`src/mdu_defs.svh`:
```
/*
 * Register offsets, field positions, reset values and timing counts of the
 * multiply/divide unit. Assumes a 32-bit classic Wishbone slave, byte address.
 */
`ifndef MDU_DEFS_SVH
`define MDU_DEFS_SVH

`define MDU_OFS_OPERAND_0 8'h00
`define MDU_OFS_OPERAND_1 8'h04
`define MDU_OFS_OPERAND_2 8'h08
`define MDU_OFS_OPERAND_3 8'h0C
`define MDU_OFS_OPERAND_4 8'h10
`define MDU_OFS_OPERAND_5 8'h14
`define MDU_OFS_FLAGS 8'h18
`define MDU_OFS_IRQ_STATUS 8'h1C
`define MDU_OFS_IRQ_MASK 8'h20

`define MDU_BIT_SEQ_ERR 7
`define MDU_BIT_OVERFLOW 6

`define MDU_IRQ_DONE 0
`define MDU_IRQ_SEQ_ERR 1
`define MDU_IRQ_W 2

`define MDU_CYC_DIV32 5'h11
`define MDU_CYC_DIV16 5'h09
`define MDU_CYC_MUL 5'h0B

`define MDU_RST_BYTE 8'h00
`define MDU_RST_IRQ 2'h0

`endif

```
`src/mdu_pkg.sv`:
```
/*
 * Types of the multiply/divide unit. Assumes mdu_defs.svh alongside.
 */
package mdu_pkg;
    // Write order tracker: which operand write is expected next.
    typedef enum logic [3:0] {
        MDU_SEQ_IDLE,
        MDU_SEQ_W0,
        MDU_SEQ_W01,
        MDU_SEQ_W012,
        MDU_SEQ_W0123,
        MDU_SEQ_W01234,
        MDU_SEQ_W014,
        MDU_SEQ_W04,
        MDU_SEQ_W041
    } mdu_seq_e;

    typedef enum logic [1:0] {
        MDU_OP_DIV32,
        MDU_OP_DIV16,
        MDU_OP_MUL
    } mdu_op_e;
endpackage : mdu_pkg

```
`src/mdu_core.sv`:
```
/*
 * Multiply/divide unit with a classic Wishbone slave port.
 * Assumes a single clock domain, synchronous active-high reset and a master
 * that keeps one request steady until it sees ack.
 */
`timescale 1ns/10ps
`default_nettype none
`include "mdu_defs.svh"

module mdu_core
    import mdu_pkg::*;
#(
    parameter int ADDR_W = 8 // Wishbone byte address width.
) (
    input wire logic clk_i, // System clock, 20 MHz.
    input wire logic rst_i, // Synchronous reset, active high.
    input wire logic ce_i, // Clock enable; low freezes all state.
    input wire logic [ADDR_W-1:0] wb_adr_i, // Byte address.
    input wire logic [31:0] wb_dat_i, // Write data.
    input wire logic [3:0] wb_sel_i, // Byte enables.
    input wire logic wb_we_i, // Write enable.
    input wire logic wb_cyc_i, // Bus cycle.
    input wire logic wb_stb_i, // Strobe.
    output logic [31:0] wb_dat_o, // Read data, registered.
    output logic wb_ack_o, // Acknowledge, one cycle.
    output logic busy_o, // Computation in progress.
    output logic irq_o // Level interrupt.
);

    logic [7:0] opr_r [0:5];
    logic [7:0] opr_nxt [0:5];
    mdu_seq_e seq_r, seq_nxt;
    mdu_op_e op_r, op_nxt;
    logic busy_r, busy_nxt;
    logic [4:0] cnt_r, cnt_nxt;
    logic err_r, err_nxt;
    logic ovf_r, ovf_nxt;
    logic [`MDU_IRQ_W-1:0] ists_r, ists_nxt;
    logic [`MDU_IRQ_W-1:0] imask_r, imask_nxt;
    logic [31:0] dat_r, dat_nxt;
    logic ack_r, ack_nxt;
    logic irq_r, irq_nxt;

    logic req;
    logic [2:0] opr_sel;
    logic opr_hit;
    logic wr_byte;
    logic [7:0] wr_val;
    logic [31:0] dividend;
    logic [15:0] divisor;
    logic [31:0] quot;
    logic [15:0] rem;
    logic [31:0] prod;

    // A new access is taken only in the cycle where ack is not already out.
    assign req = wb_cyc_i && wb_stb_i && !ack_r;
    assign wr_byte = wb_we_i && wb_sel_i[0];
    assign wr_val = wb_dat_i[7:0];

    always_comb begin
        opr_hit = 1'b1;
        opr_sel = 3'h0;
        if (wb_adr_i == ADDR_W'(`MDU_OFS_OPERAND_0)) begin
            opr_sel = 3'h0;
        end else if (wb_adr_i == ADDR_W'(`MDU_OFS_OPERAND_1)) begin
            opr_sel = 3'h1;
        end else if (wb_adr_i == ADDR_W'(`MDU_OFS_OPERAND_2)) begin
            opr_sel = 3'h2;
        end else if (wb_adr_i == ADDR_W'(`MDU_OFS_OPERAND_3)) begin
            opr_sel = 3'h3;
        end else if (wb_adr_i == ADDR_W'(`MDU_OFS_OPERAND_4)) begin
            opr_sel = 3'h4;
        end else if (wb_adr_i == ADDR_W'(`MDU_OFS_OPERAND_5)) begin
            opr_sel = 3'h5;
        end else begin
            opr_hit = 1'b0;
        end
    end

    // Operands are held in the byte registers; the arithmetic is combinational and
    // results are loaded only at the documented completion cycle, so the
    // latency seen by software matches the fixed figures.
    always_comb begin
        dividend = {opr_r[3], opr_r[2], opr_r[1], opr_r[0]};
        if (op_r == MDU_OP_DIV16) begin
            dividend = {16'h0000, opr_r[1], opr_r[0]};
        end
        divisor = {opr_r[5], opr_r[4]};
        quot = 32'h0000_0000;
        rem = 16'h0000;
        if (divisor != 16'h0000) begin
            quot = dividend / {16'h0000, divisor};
            rem = 16'(dividend % {16'h0000, divisor});
        end
        prod = {16'h0000, opr_r[1], opr_r[0]} * {16'h0000, opr_r[5], opr_r[4]};
    end

    always_comb begin
        for (int i = 0; i < 6; i++) begin
            opr_nxt[i] = opr_r[i];
        end
        seq_nxt = seq_r;
        op_nxt = op_r;
        busy_nxt = busy_r;
        cnt_nxt = cnt_r;
        err_nxt = err_r;
        ovf_nxt = ovf_r;
        ists_nxt = ists_r;
        imask_nxt = imask_r;
        dat_nxt = dat_r;
        ack_nxt = 1'b0;
        if (busy_r) begin
            cnt_nxt = cnt_r - 5'h01;
            if (cnt_r == 5'h01) begin
                busy_nxt = 1'b0;
                ists_nxt[`MDU_IRQ_DONE] = 1'b1;
                seq_nxt = MDU_SEQ_IDLE;
                if (op_r == MDU_OP_MUL) begin
                    {opr_nxt[3], opr_nxt[2], opr_nxt[1], opr_nxt[0]} = prod;
                    ovf_nxt = (prod[31:16] != 16'h0000);
                end else begin
                    {opr_nxt[3], opr_nxt[2], opr_nxt[1], opr_nxt[0]} = quot;
                    {opr_nxt[5], opr_nxt[4]} = rem;
                    ovf_nxt = (divisor == 16'h0000);
                end
            end
        end
        if (req) begin
            ack_nxt = 1'b1;
            dat_nxt = 32'h0000_0000;
            if (opr_hit) begin
                if (!wb_we_i) begin
                    dat_nxt = {24'h000000, opr_r[opr_sel]};
                end
                if (busy_r) begin
                    err_nxt = 1'b1;
                    ists_nxt[`MDU_IRQ_SEQ_ERR] = 1'b1;
                end else if (wr_byte) begin
                    opr_nxt[opr_sel] = wr_val;
                    // Only operand writes move the tracker; other traffic is ignored.
                    case (seq_r)
                        MDU_SEQ_IDLE: seq_nxt = (opr_sel == 3'h0) ? MDU_SEQ_W0 : MDU_SEQ_IDLE;
                        MDU_SEQ_W0: seq_nxt = (opr_sel == 3'h1) ? MDU_SEQ_W01 :
                                              (opr_sel == 3'h4) ? MDU_SEQ_W04 : MDU_SEQ_IDLE;
                        MDU_SEQ_W01: seq_nxt = (opr_sel == 3'h2) ? MDU_SEQ_W012 :
                                               (opr_sel == 3'h4) ? MDU_SEQ_W014 : MDU_SEQ_IDLE;
                        MDU_SEQ_W012: seq_nxt = (opr_sel == 3'h3) ? MDU_SEQ_W0123 : MDU_SEQ_IDLE;
                        MDU_SEQ_W0123: seq_nxt = (opr_sel == 3'h4) ? MDU_SEQ_W01234 : MDU_SEQ_IDLE;
                        MDU_SEQ_W04: seq_nxt = (opr_sel == 3'h1) ? MDU_SEQ_W041 : MDU_SEQ_IDLE;
                        default: seq_nxt = MDU_SEQ_IDLE;
                    endcase
                    // A write to register 0 from any state other than idle also
                    // restarts, so a fresh order can begin without a dead write.
                    if (opr_sel == 3'h0) begin
                        seq_nxt = MDU_SEQ_W0;
                    end
                    if (opr_sel == 3'h5) begin
                        seq_nxt = MDU_SEQ_IDLE;
                        if (seq_r == MDU_SEQ_W01234 || seq_r == MDU_SEQ_W014 ||
                            seq_r == MDU_SEQ_W041) begin
                            busy_nxt = 1'b1;
                        end
                        case (seq_r)
                            MDU_SEQ_W01234: begin
                                op_nxt = MDU_OP_DIV32;
                                cnt_nxt = `MDU_CYC_DIV32;
                            end
                            MDU_SEQ_W014: begin
                                op_nxt = MDU_OP_DIV16;
                                cnt_nxt = `MDU_CYC_DIV16;
                            end
                            MDU_SEQ_W041: begin
                                op_nxt = MDU_OP_MUL;
                                cnt_nxt = `MDU_CYC_MUL;
                            end
                            default: cnt_nxt = cnt_r;
                        endcase
                    end
                end
            end else if (wb_adr_i == ADDR_W'(`MDU_OFS_FLAGS)) begin
                if (!wb_we_i) begin
                    dat_nxt[`MDU_BIT_SEQ_ERR] = err_nxt;
                    dat_nxt[`MDU_BIT_OVERFLOW] = ovf_r;
                    // A read while busy skips the clear and leaves the flag set; an error raised in this cycle wins.
                    if (!busy_r) begin
                        err_nxt = 1'b0;
                    end
                end
            end else if (wb_adr_i == ADDR_W'(`MDU_OFS_IRQ_STATUS)) begin
                if (!wb_we_i) begin
                    dat_nxt[`MDU_IRQ_W-1:0] = ists_r;
                    // Bits newly set by an event in this same cycle survive the clear.
                    ists_nxt = ists_nxt & ~ists_r;
                end
            end else if (wb_adr_i == ADDR_W'(`MDU_OFS_IRQ_MASK)) begin
                if (!wb_we_i) begin
                    dat_nxt[`MDU_IRQ_W-1:0] = imask_r;
                end else if (wb_sel_i[0]) begin
                    imask_nxt = wb_dat_i[`MDU_IRQ_W-1:0];
                end
            end
        end
        irq_nxt = |(ists_nxt & imask_nxt);
    end

    always_ff @(posedge clk_i) begin
        if (rst_i) begin
            for (int i = 0; i < 6; i++) begin
                opr_r[i] <= `MDU_RST_BYTE;
            end
            seq_r <= MDU_SEQ_IDLE;
            op_r <= MDU_OP_DIV32;
            busy_r <= 1'b0;
            cnt_r <= 5'h00;
            err_r <= 1'b0;
            ovf_r <= 1'b0;
            ists_r <= `MDU_RST_IRQ;
            imask_r <= `MDU_RST_IRQ;
            dat_r <= 32'h0000_0000;
            ack_r <= 1'b0;
            irq_r <= 1'b0;
        end else if (ce_i) begin
            for (int i = 0; i < 6; i++) begin
                opr_r[i] <= opr_nxt[i];
            end
            seq_r <= seq_nxt;
            op_r <= op_nxt;
            busy_r <= busy_nxt;
            cnt_r <= cnt_nxt;
            err_r <= err_nxt;
            ovf_r <= ovf_nxt;
            ists_r <= ists_nxt;
            imask_r <= imask_nxt;
            dat_r <= dat_nxt;
            ack_r <= ack_nxt;
            irq_r <= irq_nxt;
        end
    end

    assign wb_dat_o = dat_r;
    assign wb_ack_o = ack_r;
    assign busy_o = busy_r;
    assign irq_o = irq_r;

endmodule // mdu_core
`default_nettype wire

```
`config.mk`:
```
export PLATFORM = sky130hd
export DESIGN_NAME = mdu_core
export DESIGN_NICKNAME = d
export VERILOG_FILES = /design/src/mdu_pkg.sv /design/src/mdu_core.sv
export VERILOG_INCLUDE_DIRS = /design/src
export SDC_FILE = /design/constraint.sdc
export NUM_CORES = 2
export LEC_CHECK = 0
export BUFFER_PORTS_ARGS = -buffer_cell sky130_fd_sc_hd__buf_2
export CAP_MARGIN = 20
export CORE_UTILIZATION = 60
export DETAILED_ROUTE_END_ITERATION = 10
export PLACE_DENSITY = 0.79
export SLEW_MARGIN = 20
export SYNTH_ARGS = -nofsm -noshare
export SYNTH_HDL_FRONTEND = slang
export SYNTH_SLANG_ARGS = --single-unit
```
`constraint.sdc`:
```
create_clock -name clk_i -period 255.4 [get_ports clk_i]
set_input_delay 38.31 -clock clk_i [delete_from_list [all_inputs] [get_ports clk_i]]
set_output_delay 38.31 -clock clk_i [all_outputs]
set_load 0.005 [all_outputs]
```
==> results.json <==
{
  "synthToLayoutAreaGrowth_pct": 3.38,
  "crit_arrival_ns": 106.04,
  "endpoint_kind": "flop",
  "ios": 85,
  "grt_pass1_wl_um": 178000,
  "fillers": 5284,
  "ys_seq_elements": 76,
  "fmax_ghz": 0.00944,
  "die_x_um": 247,
  "clkSlewWorstSetupHoldPaths_ns": 0.07,
  "cts_resized": 0,
  "synth_top_flop_cell": "edfxtp_1",
  "globalplace.congestion": 0.954,
  "hp-class": "flop to flop",
  "postCtsSetupRepairBufs": 0,
  "async_flop_share_pct": 0,
  "drtPass1Iterations": 8,
  "num_vias": 36700,
  "period_share_pct": 41.5,
  "clock_latency_ns": 0.35,
  "synth_cells": 4814,
  "drt_iter0_markers": 3682,
  "drc": 0,
  "min_period_ns": 105.96,
  "cpPeakStageDelay_ns": 0.78,
  "grt_max_degree": 53,
  "ctsHtreeMaxLevel": 3,
  "hold_viol": 0,
  "synth_top_family_by_area": "adder cells",
  "final_antenna_net_count": 0,
  "clockRootBuffer": "clkbuf_16",
  "final_util_pct": 63.1,
  "synthAdderAreaFrac_pct": 28.3,
  "avgSynthCellArea_um2": 7.51,
  "synth.area.top_cells": "ha_1 17%, fa_1 11%, nand2_1 5.3%",
  "final-setup-viol-count": 0,
  "maxSlewHeadroom_pct": 32.9,
  "cp_common_cell": "o21a_1",
  "io_buffers": 33,
  "critPathSlowestCell": "a221oi_1",
  "yosys.area_share.simple_pct": 24.0,
  "skew_ns": 0.00799,
  "die_h_um": 247,
  "maxSlewViolCount": 0,
  "yosys.area.top_type": "ha_1",
  "wl_per_cell_um": 19.8,
  "worst_pin_slew_ns": 1.01,
  "start_util_pct": 61.0,
  "synth_xor_area_share_pct": 5.06,
  "crit_path_start_kind": "flop",
  "ys_types": 137,
  "r2r_slack_ns": 149.44,
  "core_area_um2": 59200,
  "cts_made_buffers": 9,
  "grt_overflow": 0,
  "cp_max_fo": 34,
  "status": "completed",
  "cts_tree": "yes",
  "routed_wl_um": 110000,
  "seq_area_frac_synth_pct": 5.54,
  "max_cap_violations": 0,
  "layout-drive-gt1-share_pct": 7.91,
  "synth_compound_area_share_pct": 26.2,
  "required_ns": 255.47,
  "rsz0062_at_grt": "false",
  "ys_warn_count": 0,
  "rows": 89,
  "clock-sinks": 76,
  "via_per_inst": 6.65,
  "antenna_found_initial": 0,
  "nets": 5494,
  "hold_buffers": 0,
  "synth_top_area_share_pct": 17.4,
  "die_area_um2": 61200,
  "grtUsageTotal_pct": 35.6,
  "netlist_area_um2": 36100,
  "synth-edff-count": 48,
  "cts_buffer_depth": 2,
  "critPathKind": "flop to flop",
  "grt_pass1_vias": 34700,
  "hpwl_um": 83100,
  "synth_mux_area_share_pct": 5.00,
  "setup-tns-final_ns": 0
}
[path summary, 6_finish.rpt]
kind / from / endpoint / cells after the start
worst max-delay path: opr_r[5][0] / opr_r[5][6] / 418
worst min-delay path: wb_dat_o[3] / wb_dat_o[3] / 2
worst min register to register: wb_dat_o[3] / wb_dat_o[3] / 2
worst max register to register: opr_r[5][0] / opr_r[5][6] / 418
[metrics by stage]
| stage | instance area, um^2 | hold WS (ns) | instances | worst slack [ns] |
|---|---|---|---|---|
| 2_1_floorplan | 36200 | 0.444 | 4837 | 162.08 |
| 3_3_place_gp | 37000 | 0.461 | 5509 | 153.19 |
| 3_5_place_dp | 37000 | 0.470 | 5509 | 151.66 |
| 4_1_cts | 37300 | 0.482 | 5525 | 151.18 |
| 5_1_grt | 37400 | 0.506 | 5525 | 142.04 |
| 6_report | 37400 | 0.483 | 5526 | 149.44 |
[routing by layer]
layer  routed length (um)  GRT usage (%)  vias up
li1                     -              -    17400
met1                46200           47.9    17400
met2                48100           56.7     1606
met3                10600           5.99      328
met4                 4680           13.6        0
met5                    0              0        -
[kinds of logic after synthesis]
| kind of cell | Yosys count |
|---|---|
| adder cells (fa/ha/maj) | 701 |
| multiplexers | 165 |
| AO/OA/AOI/OAI | 1342 |
| buffers and inverters | 528 |
| XOR/XNOR | 208 |
| other | 1 |
| AND/OR/NAND/NOR | 1793 |
| flip-flops | 76 |
[critical path, delay by kind of cell (launching register included)]
family | cells | cell delay, ns
AO/OA/AOI/OAI | 265 | 64.31
flip-flops | 1 | 0.36
AND/OR/NAND/NOR | 95 | 22.97
adder cells (fa/ha/maj) | 31 | 9.74
buffers and inverters | 15 | 3.42
multiplexers | 12 | 4.41
[placed cells by master (no fill, tap or decap), types with 28 or more instances in the layout]
cell,synthesis,layout
nand2_1,508,508
ha_1,502,502
nor2_1,455,455
inv_1,310,310
a21oi_1,294,294
nor3_1,270,267
o21a_1,219,219
fa_1,195,195
o21ai_0,153,153
xnor2_1,122,122
o31ai_1,116,116
a21o_1,99,99
mux2_2,99,99
nand3_1,85,85
xor2_1,85,85
and2_1,83,83
buf_4,31,76
or2_2,51,51
nand4_1,51,51
nand2b_1,52,51
mux2i_1,51,51
o211ai_1,49,49
edfxtp_1,48,48
or3_1,47,47
a211oi_1,47,47
buf_2,11,33
a221oi_1,32,32
nor2b_1,30,30
a31oi_1,29,29
and3_1,29,29
dfxtp_1,28,28
[Yosys cell counts, drive strengths merged, types with 15 or more instances]
library cell,number
or2,53
a221oi,36
ha,502
mux2i,52
o21ai,178
nand3,87
xor2,86
nor4,33
and2,86
nand2,509
nand4,52
fa,195
nor2,462
inv,313
clkbuf,149
a31oi,32
o22ai,19
o211ai,51
a211oi,50
buf,61
and3,30
nor2b,30
mux2,113
edfxtp,48
xnor2,122
o31ai,116
o21a,221
nor3,278
dfxtp,28
a21boi,18
nand2b,52
a21o,99
nor3b,15
or3,47
a21oi,295
a211o,16
[sequential cells by signal, summed over array words and instances, names as in the netlist]
register  count
busy_o        1
cnt_r         5
err_r         1
imask_r       2
irq_o         1
ists_r        2
op_r          2
opr_r        48
ovf_r         1
seq_r         4
wb_ack_o      1
wb_dat_o      8
[area by class of cell]
class                           count  area, um^2  share of cell area [%]
Inverter                          318        1190                    3.20
Tap cell                          773         967                    2.59
Sequential cell                    76        2000                    5.36
Timing Repair Buffer              109         736                    1.97
Multi-Input combinational cell   4233       32100                    86.0
Antenna cell                        1        2.50                 0.00670
Clock inverter                      7        97.6                   0.261
Clock buffer                        9         225                   0.603
Power is not shown: default switching activity piles up to over one toggle a cycle in this logic, so the estimate is an artifact.
